<file path="src/mfw_pkg.sv">
// Constants, carrier types and shared functions of the float write handler
package mfw_pkg;
    localparam logic [7:0] FC_WR_ONE = 8'h46;
    localparam logic [7:0] FC_WR_MULTI = 8'h47;
    localparam logic [7:0] FC_WR_REGS = 8'h10;
    localparam logic [7:0] EXC_FLAG = 8'h80;
    localparam logic [7:0] EXC_ILL_FUNC = 8'h01;
    localparam logic [7:0] EXC_BAD_DATA = 8'h03;
    localparam logic [7:0] CNT_HI = 8'h00;
    localparam logic [7:0] MAX_PARAMS = 8'h04;
    localparam logic [15:0] REG_STRIDE = 16'h0002;
    localparam logic [4:0] ONE_LEN = 5'h0a;
    localparam logic [7:0] MULTI_FIXED = 8'h09;
    localparam logic [4:0] MULTI_HDR = 5'h07;
    localparam logic [4:0] ONE_VAL = 5'h04;
    localparam logic [4:0] ONE_ECHO = 5'h08;
    localparam logic [4:0] MULTI_ECHO = 5'h06;
    localparam logic [4:0] EXC_BODY = 5'h03;
    localparam int BUF_LEN = 25;
    localparam int POS_SLAVE = 0;
    localparam int POS_FC = 1;
    localparam int POS_PA_HI = 2;
    localparam int POS_PA_LO = 3;
    localparam int POS_CNT_HI = 4;
    localparam int POS_CNT_LO = 5;
    localparam int POS_BCNT = 6;
    localparam logic [15:0] CRC_INIT = 16'hffff;
    localparam logic [15:0] CRC_POLY = 16'ha001;
    localparam logic [15:0] CRC_GOOD = 16'h0000;
    localparam int FIFO_DEPTH = 4;

    typedef enum logic [1:0] {OP_LEVEL2, OP_WRITE, OP_LEVEL1} mfw_op_t;

    typedef struct packed {
        logic [15:0] addr;
        logic [31:0] value;
    } mfw_param_t;

    typedef struct packed {
        mfw_op_t op;
        logic [15:0] addr;
        logic [31:0] value;
    } mfw_mod_cmd_t;

    // One byte step of the reflected Modbus CRC16
    function automatic logic [15:0] mfw_crc_byte(input logic [15:0] c,
                                                 input logic [7:0] d);
        logic [15:0] r;
        r = c ^ {8'h00, d};
        for (int i = 0; i < 8; i++) begin
            r = r[0] ? ((r >> 1) ^ CRC_POLY) : (r >> 1);
        end
        return r;
    endfunction
endpackage

</file>
<file path="src/mfw_handler.sv">
// Slave handler for the float parameter write functions 46h, 47h and 10h
// What this block does
// A 46h query is address, code, parameter address, four value bytes, CRC.
// A 46h answer is ten bytes echoing the query with a fresh CRC.
// The CRC goes out low byte first, high byte last.
// The answer is sent first; only then do module writes begin.
// Elevated parameters get level 2, then the write, then level 1.
// The master targets only float parameters with write level up to 2.
// Parameter addresses rise by two; at most four per command.
// A 47h query carries start address, count 00 N, byte count, values, CRC.
// A 47h answer is eight bytes: address, code, start, count, CRC.
// Multi writes answer at once, then write each parameter in turn.
// Under 10h a float spans two registers; at most eight registers.
// A 10h query carries count 00 2N, byte count 4N, values, CRC.
// A 10h answer echoes address, code, start register, count 2N, CRC.
// An accepted 10h frame runs exactly like a 47h frame.
// Bad counts or byte counts get an exception and no module writes.
module mfw_handler (
    input wire logic sys_clk,
    input wire logic arst_n,
    input wire logic [7:0] slave_addr,
    input wire logic rx_valid,
    input wire logic [7:0] rx_data,
    input wire logic rx_last,
    output logic rx_ready,
    output logic tx_valid,
    output logic [7:0] tx_data,
    output logic tx_last,
    input wire logic tx_ready,
    output logic mod_valid,
    output mfw_pkg::mfw_mod_cmd_t mod_cmd,
    input wire logic mod_ready,
    output logic [15:0] param_addr,
    input wire logic param_elevated
);
    typedef enum logic [1:0] {S_RX, S_CHECK, S_SEND, S_PUSH} mfw_fsm_t;
    typedef enum logic [2:0] {W_IDLE, W_LOOK, W_LVL2, W_WRITE, W_LVL1} mfw_wr_t;

    typedef struct packed {
        mfw_fsm_t fsm;
        logic [mfw_pkg::BUF_LEN-1:0][7:0] buf_b;
        logic [4:0] cnt;
        logic ovf;
        logic [15:0] crc;
        logic exc;
        logic [7:0] exc_code;
        logic [4:0] tx_len;
        logic [4:0] tx_idx;
        logic [7:0] tx_byte;
        logic [2:0] nparam;
        logic [2:0] push_idx;
        mfw_wr_t wr;
        mfw_pkg::mfw_param_t cur;
        logic elev;
        mfw_pkg::mfw_mod_cmd_t cmd;
    } mfw_handler_state_t;

    mfw_handler_state_t st;
    mfw_handler_state_t next_st;

    logic fifo_in_valid;
    logic fifo_in_ready;
    mfw_pkg::mfw_param_t fifo_in_data;
    logic fifo_out_valid;
    logic fifo_out_ready;
    mfw_pkg::mfw_param_t fifo_out_data;

    // Response byte i: plain echo, or address, code with flag, exception code
    function automatic logic [7:0] mfw_payload(
        input logic [mfw_pkg::BUF_LEN-1:0][7:0] b,
        input logic exc, input logic [7:0] code, input logic [4:0] i);
        if (!exc) begin
            return b[i];
        end
        if (i == 5'h00) begin
            return b[mfw_pkg::POS_SLAVE];
        end
        if (i == 5'h01) begin
            return b[mfw_pkg::POS_FC] | mfw_pkg::EXC_FLAG;
        end
        return code;
    endfunction

    function automatic logic [31:0] mfw_value_at(
        input logic [mfw_pkg::BUF_LEN-1:0][7:0] b, input logic [4:0] base);
        return {b[base], b[base + 5'h01], b[base + 5'h02], b[base + 5'h03]};
    endfunction

    assign rx_ready = st.fsm == S_RX;
    assign tx_valid = st.fsm == S_SEND;
    assign tx_data = st.tx_byte;
    assign tx_last = tx_valid && (st.tx_idx == st.tx_len + 5'h01);
    assign fifo_in_valid = st.fsm == S_PUSH;
    assign fifo_out_ready = st.wr == W_IDLE;
    assign mod_valid = (st.wr == W_LVL2) || (st.wr == W_WRITE)
                       || (st.wr == W_LVL1);
    assign mod_cmd = st.cmd;
    assign param_addr = st.cur.addr;

    always_comb begin
        logic [7:0] fc;
        logic [7:0] n;
        logic [7:0] bc;
        logic ok;
        logic [15:0] crc_n;
        logic [4:0] idx_n;
        logic [4:0] vbase;
        next_st = st;
        fc = st.buf_b[mfw_pkg::POS_FC];
        n = 8'h00;
        bc = st.buf_b[mfw_pkg::POS_BCNT];
        ok = 1'b0;
        crc_n = st.crc;
        idx_n = st.tx_idx + 5'h01;
        vbase = mfw_pkg::MULTI_HDR + {st.push_idx, 2'b00};
        fifo_in_data.addr = {st.buf_b[mfw_pkg::POS_PA_HI],
                             st.buf_b[mfw_pkg::POS_PA_LO]}
                            + 16'(st.push_idx) * mfw_pkg::REG_STRIDE;
        fifo_in_data.value = mfw_value_at(st.buf_b, vbase);
        if (fc == mfw_pkg::FC_WR_ONE) begin
            fifo_in_data.value = mfw_value_at(st.buf_b, mfw_pkg::ONE_VAL);
        end
        case (st.fsm)
            S_RX: begin
                if (rx_valid) begin
                    if (st.cnt < 5'(mfw_pkg::BUF_LEN)) begin
                        next_st.buf_b[st.cnt] = rx_data;
                        next_st.cnt = st.cnt + 5'h01;
                    end else begin
                        next_st.ovf = 1'b1;
                    end
                    next_st.crc = mfw_pkg::mfw_crc_byte(st.crc, rx_data);
                    if (rx_last) begin
                        next_st.fsm = S_CHECK;
                    end
                end
            end
            S_CHECK: begin
                next_st.exc = 1'b0;
                next_st.tx_len = mfw_pkg::MULTI_ECHO;
                if (fc == mfw_pkg::FC_WR_MULTI) begin
                    n = st.buf_b[mfw_pkg::POS_CNT_LO];
                    ok = (bc == {n[6:0], 1'b0}) || (bc == {n[5:0], 2'b00});
                end else begin
                    n = {1'b0, st.buf_b[mfw_pkg::POS_CNT_LO][7:1]};
                    ok = !st.buf_b[mfw_pkg::POS_CNT_LO][0]
                         && (bc == {n[5:0], 2'b00});
                end
                ok = ok && st.buf_b[mfw_pkg::POS_CNT_HI] == mfw_pkg::CNT_HI
                     && n != 8'h00 && n <= mfw_pkg::MAX_PARAMS
                     && {3'b000, st.cnt}
                        == mfw_pkg::MULTI_FIXED + {n[5:0], 2'b00};
                next_st.nparam = n[2:0];
                if (fc == mfw_pkg::FC_WR_ONE) begin
                    ok = st.cnt == mfw_pkg::ONE_LEN;
                    next_st.nparam = 3'h1;
                    next_st.tx_len = mfw_pkg::ONE_ECHO;
                end
                if (!ok) begin
                    next_st.exc = 1'b1;
                    next_st.exc_code = mfw_pkg::EXC_BAD_DATA;
                    next_st.tx_len = mfw_pkg::EXC_BODY;
                end
                if (fc != mfw_pkg::FC_WR_ONE && fc != mfw_pkg::FC_WR_MULTI
                    && fc != mfw_pkg::FC_WR_REGS) begin
                    next_st.exc = 1'b1;
                    next_st.exc_code = mfw_pkg::EXC_ILL_FUNC;
                    next_st.tx_len = mfw_pkg::EXC_BODY;
                end
                next_st.tx_idx = 5'h00;
                next_st.crc = mfw_pkg::CRC_INIT;
                next_st.tx_byte = mfw_payload(st.buf_b, next_st.exc,
                                              next_st.exc_code, 5'h00);
                next_st.fsm = S_SEND;
                // Wrong station, bad CRC or overlong frames are dropped
                if (st.crc != mfw_pkg::CRC_GOOD || st.ovf
                    || st.buf_b[mfw_pkg::POS_SLAVE] != slave_addr) begin
                    next_st.fsm = S_RX;
                    next_st.cnt = 5'h00;
                    next_st.ovf = 1'b0;
                end
            end
            S_SEND: begin
                if (tx_ready) begin
                    if (st.tx_idx < st.tx_len) begin
                        crc_n = mfw_pkg::mfw_crc_byte(st.crc, st.tx_byte);
                        next_st.crc = crc_n;
                    end
                    next_st.tx_idx = idx_n;
                    if (idx_n < st.tx_len) begin
                        next_st.tx_byte = mfw_payload(st.buf_b, st.exc,
                                                      st.exc_code, idx_n);
                    end else if (idx_n == st.tx_len) begin
                        next_st.tx_byte = crc_n[7:0];
                    end else begin
                        next_st.tx_byte = st.crc[15:8];
                    end
                    if (tx_last) begin
                        next_st.push_idx = 3'h0;
                        next_st.fsm = st.exc ? S_RX : S_PUSH;
                        next_st.cnt = 5'h00;
                        next_st.ovf = 1'b0;
                        next_st.crc = mfw_pkg::CRC_INIT;
                    end
                end
            end
            S_PUSH: begin
                // Stalls here while the module side has the FIFO full
                if (fifo_in_ready) begin
                    next_st.push_idx = st.push_idx + 3'h1;
                    if (st.push_idx + 3'h1 == st.nparam) begin
                        next_st.fsm = S_RX;
                    end
                end
            end
            default: begin
                next_st.fsm = S_RX;
            end
        endcase

        case (st.wr)
            W_IDLE: begin
                if (fifo_out_valid) begin
                    next_st.cur = fifo_out_data;
                    next_st.wr = W_LOOK;
                end
            end
            W_LOOK: begin
                next_st.elev = param_elevated;
                next_st.cmd.addr = st.cur.addr;
                next_st.cmd.value = st.cur.value;
                next_st.cmd.op = param_elevated ? mfw_pkg::OP_LEVEL2
                                                : mfw_pkg::OP_WRITE;
                next_st.wr = param_elevated ? W_LVL2 : W_WRITE;
            end
            W_LVL2: begin
                if (mod_ready) begin
                    next_st.cmd.op = mfw_pkg::OP_WRITE;
                    next_st.wr = W_WRITE;
                end
            end
            W_WRITE: begin
                if (mod_ready) begin
                    next_st.cmd.op = mfw_pkg::OP_LEVEL1;
                    next_st.wr = st.elev ? W_LVL1 : W_IDLE;
                end
            end
            W_LVL1: begin
                if (mod_ready) begin
                    next_st.wr = W_IDLE;
                end
            end
            default: begin
                next_st.wr = W_IDLE;
            end
        endcase
    end

    always_ff @(posedge sys_clk or negedge arst_n) begin
        if (!arst_n) begin
            st <= '0;
            st.crc <= mfw_pkg::CRC_INIT;
        end else begin
            st <= next_st;
        end
    end

    mfw_fifo #(
        .WIDTH($bits(mfw_pkg::mfw_param_t)),
        .DEPTH(mfw_pkg::FIFO_DEPTH)
    ) u_fifo (
        .sys_clk(sys_clk),
        .arst_n(arst_n),
        .in_valid(fifo_in_valid),
        .in_data(fifo_in_data),
        .in_ready(fifo_in_ready),
        .out_valid(fifo_out_valid),
        .out_ready(fifo_out_ready),
        .out_data(fifo_out_data)
    );

    property p_one_len;
        @(posedge sys_clk) disable iff (!arst_n)
        (tx_last && tx_ready && !st.exc
         && st.buf_b[mfw_pkg::POS_FC] == mfw_pkg::FC_WR_ONE)
        |-> st.tx_idx == 5'h09;
    endproperty
    a_one_len: assert property (p_one_len) else $error("46h reply length");

    property p_multi_len;
        @(posedge sys_clk) disable iff (!arst_n)
        (tx_last && tx_ready && !st.exc
         && st.buf_b[mfw_pkg::POS_FC] == mfw_pkg::FC_WR_MULTI)
        |-> st.tx_idx == 5'h07;
    endproperty
    a_multi_len: assert property (p_multi_len) else $error("47h length");

    property p_regs_echo;
        @(posedge sys_clk) disable iff (!arst_n)
        (tx_last && tx_ready && !st.exc
         && st.buf_b[mfw_pkg::POS_FC] == mfw_pkg::FC_WR_REGS)
        |-> st.tx_idx == 5'h07 && st.buf_b[mfw_pkg::POS_CNT_LO][0] == 1'b0;
    endproperty
    a_regs_echo: assert property (p_regs_echo) else $error("10h reply");

    property p_echo;
        @(posedge sys_clk) disable iff (!arst_n)
        (tx_valid && !st.exc && st.tx_idx < st.tx_len)
        |-> tx_data == st.buf_b[st.tx_idx];
    endproperty
    a_echo: assert property (p_echo) else $error("Echo byte mismatch");

    property p_crc_lo;
        @(posedge sys_clk) disable iff (!arst_n)
        (tx_valid && tx_ready && st.tx_idx + 5'h01 == st.tx_len)
        |=> tx_data == st.crc[7:0] && !tx_last;
    endproperty
    a_crc_lo: assert property (p_crc_lo) else $error("CRC low not next");

    property p_crc_hi;
        @(posedge sys_clk) disable iff (!arst_n)
        tx_last |-> tx_data == st.crc[15:8];
    endproperty
    a_crc_hi: assert property (p_crc_hi) else $error("CRC high not last");

    property p_reply_first;
        @(posedge sys_clk) disable iff (!arst_n)
        $rose(fifo_in_valid) |-> $past(tx_last && tx_ready);
    endproperty
    a_reply_first: assert property (p_reply_first) else $error("Early write");

    property p_level_seq;
        @(posedge sys_clk) disable iff (!arst_n)
        (mod_valid && mod_ready && mod_cmd.op == mfw_pkg::OP_LEVEL2)
        |=> mod_valid && mod_cmd.op == mfw_pkg::OP_WRITE
            && mod_cmd.addr == $past(mod_cmd.addr);
    endproperty
    a_level_seq: assert property (p_level_seq) else $error("No write");

    property p_restore;
        @(posedge sys_clk) disable iff (!arst_n)
        (mod_valid && mod_ready && mod_cmd.op == mfw_pkg::OP_WRITE && st.elev)
        |=> mod_valid && mod_cmd.op == mfw_pkg::OP_LEVEL1;
    endproperty
    a_restore: assert property (p_restore) else $error("No level 1");

    property p_stride;
        @(posedge sys_clk) disable iff (!arst_n)
        (fifo_in_valid && fifo_in_ready && st.push_idx + 3'h1 < st.nparam)
        |=> fifo_in_data.addr == $past(fifo_in_data.addr) + 16'h0002;
    endproperty
    a_stride: assert property (p_stride) else $error("Address stride");

    property p_max_four;
        @(posedge sys_clk) disable iff (!arst_n)
        fifo_in_valid |-> st.nparam != 3'h0 && st.nparam <= 3'h4
                          && st.push_idx < st.nparam;
    endproperty
    a_max_four: assert property (p_max_four) else $error("Too many");

    property p_exc_no_write;
        @(posedge sys_clk) disable iff (!arst_n)
        (tx_last && tx_ready && st.exc) |=> st.fsm == S_RX && !fifo_in_valid;
    endproperty
    a_exc_no_write: assert property (p_exc_no_write) else $error("Exc");
endmodule

</file>
<file path="src/mfw_fifo.sv">
// Small valid/ready FIFO holding parameter writes for the module side
module mfw_fifo #(
    parameter int WIDTH = 48,
    parameter int DEPTH = 4
) (
    input wire logic sys_clk,
    input wire logic arst_n,
    input wire logic in_valid,
    input wire logic [WIDTH-1:0] in_data,
    output logic in_ready,
    output logic out_valid,
    input wire logic out_ready,
    output logic [WIDTH-1:0] out_data
);
    localparam int AW = $clog2(DEPTH);
    localparam logic [AW-1:0] LAST = AW'(DEPTH - 1);
    localparam logic [AW:0] FULL = (AW + 1)'(DEPTH);

    typedef struct packed {
        logic [DEPTH-1:0][WIDTH-1:0] mem;
        logic [AW-1:0] wp;
        logic [AW-1:0] rp;
        logic [AW:0] cnt;
    } mfw_fifo_state_t;

    mfw_fifo_state_t st;
    mfw_fifo_state_t next_st;
    logic push;
    logic pop;

    assign in_ready = st.cnt != FULL;
    assign out_valid = st.cnt != '0;
    assign out_data = st.mem[st.rp];
    assign push = in_valid && in_ready;
    assign pop = out_valid && out_ready;

    always_comb begin
        next_st = st;
        if (push) begin
            next_st.mem[st.wp] = in_data;
            next_st.wp = (st.wp == LAST) ? '0 : st.wp + 1'b1;
        end
        if (pop) begin
            next_st.rp = (st.rp == LAST) ? '0 : st.rp + 1'b1;
        end
        if (push && !pop) begin
            next_st.cnt = st.cnt + 1'b1;
        end else if (pop && !push) begin
            next_st.cnt = st.cnt - 1'b1;
        end
    end

    always_ff @(posedge sys_clk or negedge arst_n) begin
        if (!arst_n) begin
            st <= '0;
        end else begin
            st <= next_st;
        end
    end
endmodule

</file>
<file path="config.mk">
export PLATFORM = sky130hd
export DESIGN_NAME = mfw_handler
export DESIGN_NICKNAME = d
export VERILOG_FILES = /design/src/mfw_pkg.sv /design/src/mfw_handler.sv /design/src/mfw_fifo.sv
export SDC_FILE = /design/constraint.sdc
export NUM_CORES = 1
export LEC_CHECK = 0
export BUFFER_PORTS_ARGS = -buffer_cell sky130_fd_sc_hd__buf_2
export CORE_UTILIZATION = 29
export DETAILED_ROUTE_END_ITERATION = 16
export SKIP_LAST_GASP = 1
export SYNTH_ARGS = -nofsm -noshare
export SYNTH_HDL_FRONTEND = slang
export SYNTH_SLANG_ARGS = --single-unit
</file>
<file path="constraint.sdc">
create_clock -name sys_clk -period 3.8 [get_ports sys_clk]
set_input_delay 0.19 -clock sys_clk [delete_from_list [all_inputs] [get_ports sys_clk]]
set_output_delay 0.19 -clock sys_clk [all_outputs]
set_load 0.005 [all_outputs]
</file>
==> impl_metrics.json <==
{
  "cp_slowest_cell": "dfrtp_1",
  "cts_buffers": 59,
  "synth-edff-count": 0,
  "drtAntennaViolNets": 0,
  "end_kind": "register",
  "final_cell_mix": "dfrtp_1, mux2_2, nand2_1",
  "clockBufferDepth": 3,
  "period_share": 0.8929,
  "cp.required_ns": 4.31,
  "yosysSeqAreaShare": 0.4875,
  "share_seq_of_total_power": 0.384,
  "synth_top_flop_cell": "dfrtp_1",
  "vias_per_cell": 5.188,
  "grt_pass1_wl_mm": 123.7,
  "nets": 2448,
  "grtUsageTotal": 0.1630,
  "core_um2": 96570,
  "wl_per_cell_um": 21.55,
  "synth_cell_type_count": 79,
  "hold_viol": 0,
  "fin_crit_ns": 3.393,
  "start_util": 0.2928,
  "layout-drive-gt1-share": 0.2986,
  "tightestPinTransition_ns": 1.192,
  "cp_top_family": "adder cells",
  "ir_drop_mv": 0.4609,
  "power_mw": 22.96,
  "synthCells": 2414,
  "hold_path_end": "st[141]",
  "io_pins": 101,
  "root_buffer": "clkbuf_16",
  "die_w_um": 314.2,
  "r2r_slack_ns": 0.41,
  "post_cts_buffers": 0,
  "synthTopCellsByArea": "dfrtp_1, mux2_2, mux4_2, nand2_1, o21ai_0",
  "grt_start_max_net_pins": 113,
  "final_common_cell": "dfrtp_1",
  "r2r_start": "st[117]",
  "power.internal_mw": 14.50,
  "antenna_found_initial": 2,
  "r2r-end": "tx_data[1]",
  "fin_skew_ns": 0.01716,
  "drt_iter0_drc": 1817,
  "finalSetupViolCount": 0,
  "leakage_nw": 14.23,
  "clk_latency_ns": 0.64,
  "yosys_warnings": 0,
  "cts-resized-gates": 0,
  "async_reset_ff_frac": 1.000,
  "die_h_um": 314.2,
  "clockPowerShare": 0.261,
  "fmax_mhz": 294.7,
  "die_area_um2": 98750,
  "switching_share": 0.3684,
  "hold_buffers": 4,
  "gp_congestion": 0.9499,
  "first_pass_iters": 5,
  "synth_top_cell_area_share": 0.4726,
  "setup_ws_ns": 0.4071,
  "crit_buf_inv": 2,
  "pre_cts_slack_ns": 0.4935,
  "powerDensity_nw_per_um2": 719.6,
  "rsz0062_at_grt": "no",
  "port_buffers": 100,
  "slew_viol_final": 0,
  "cts_tree": "built",
  "postSynthNetCount": 2471,
  "grt-ovfl-total": 0,
  "setup-tns-final_ns": 0,
  "clkTransAtPathRegs_ns": 0.07,
  "start_kind": "register",
  "clock-sinks": 550,
  "syn_area_per_cell_um2": 11.71,
  "path_max_fanout": 11,
  "grt_pass1_vias": 19170,
  "holdCritPathClass": "in2reg",
  "diodes": 0,
  "hold_start": "rx_valid",
  "holdPathStages": 5,
  "area_growth_pct": 12.82,
  "cp.arrival_ns": 3.90,
  "status": "finished, final reports clean",
  "num_vias": 19280,
  "worstPathCellList": "ha_1, xnor2_1, inv_2, ha_1, nand3_1, nor2_1, nand2_1, a21oi_1, buf_4, mux2_2, o221ai_1, a21oi_1",
  "wl_mm": 80.11,
  "ys_ff_latch": 550,
  "cpPeakStageDelay_ns": 0.55,
  "power_switching_mw": 8.457,
  "comb_power_share": 0.354,
  "maxCapViolCount": 0,
  "slew_headroom": 0.2021,
  "htree_levels": 2,
  "worstSetupPathType": "reg2reg",
  "synth_area_leader_cell": "dfrtp_1",
  "drc_errors": 0,
  "ff2ff_path_depth": 12,
  "rows": 114,
  "dp_hpwl_mm": 56.73,
  "syn-cell-area_um2": 28270
}
[registers in the layout, indices dropped and copies added (netlist names)]
signal and cells:
u_fifo.st 199, st 277, tx_data 8, mod_cmd 50
param_addr 16
[metal layers]
layer  global-route usage  up-vias  routed length (um)
li1                     -     8593                   -
met1               0.2237     9768               34610
met2               0.2508      714               36020
met3              0.02971      203                5501
met4              0.07195        4                3945
met5                    0        -                  23
[final cells by class]
cell class,count,area (um^2)
clock inverters,28,327.8
flip-flops and latches,550,13790
multi-input cells,1577,13140
repair buffers,176,1216
fillers,9545,64670
inverters,27,101.3
well taps,1276,1597
clock buffers,83,1728
[worst max path at each step]
| stage | from | to | slack, ns | depth (start not counted) |
|---|---|---|---|---|
| 6_report | st[117] | tx_data[1] | 0.41 | 12 |
| 5_1_grt | st[117] | tx_data[1] | 0.22 | 12 |
| 4_1_cts | st[117] | tx_data[1] | 0.48 | 12 |
| 3_5_place_dp | st[116] | tx_data[1] | 0.49 | 12 |
| 3_3_place_gp | st[169] | st[126] | 0.60 | 12 |
| 2_1_floorplan | st[102] | u_fifo.st[38] | 0.50 | 11 |
[power by group through the flow]
stage	clock network [mW]	logic [mW]	registers, mW
2_1_floorplan	0	6.46	7.85
3_3_place_gp	0	8.09	8.84
3_5_place_dp	0	8.12	8.85
4_1_cts	6.14	8.16	8.75
5_1_grt	6.38	8.87	8.93
6_report	6.00	8.14	8.82
[through the flow]
stage	hold slack [ns]	instance area (um^2)	cells	util
6_report	0.08965	31900	3717	0.3303
5_1_grt	0.1432	31900	3717	0.3303
4_1_cts	0.06592	31900	3717	0.3303
3_5_place_dp	0.2816	29800	3602	0.3086
3_3_place_gp	0.2981	29800	3602	0.3086
2_1_floorplan	-0.1056	28270	2414	-
[cells in the mapped netlist (15+ instances only)]
cell type / n
dfstp_2: 16
mux2_1: 31
nand2_1: 282
mux2_2: 285
a22oi_1: 26
a211oi_1: 27
o21ai_1: 37
mux2i_1: 34
nand3_1: 30
clkbuf_1: 138
a31oi_1: 15
ha_1: 32
o21ai_0: 174
a21oi_1: 72
dfrtp_1: 534
xor2_1: 45
buf_1: 15
mux4_2: 122
xnor2_1: 54
buf_4: 76
buf_2: 30
nor2_1: 107
o31ai_1: 35
inv_1: 24
[logic make-up after synthesis]
| kind of cell | share of synthesized area |
|---|---|
| flops | 0.4875 |
| buf+inv | 0.04978 |
| xor+xnor | 0.03620 |
| mux | 0.2351 |
| simple gates | 0.07673 |
| fa+ha+maj | 0.01558 |
| compound gates | 0.09917 |
[worst reg2reg max path: cells and delay by family, from the launching register on]
kind / cells / cell delay [ns]
adders and majority gates: 2 / 0.82
xor gates and xnor gates: 1 / 0.24
muxes: 1 / 0.35
DFF: 1 / 0.55
and+or+nand+nor: 3 / 0.41
AOI/OAI and AO/OA: 3 / 0.51
buffers and inverters: 2 / 0.38
Power figures use the tool's default switching activity.
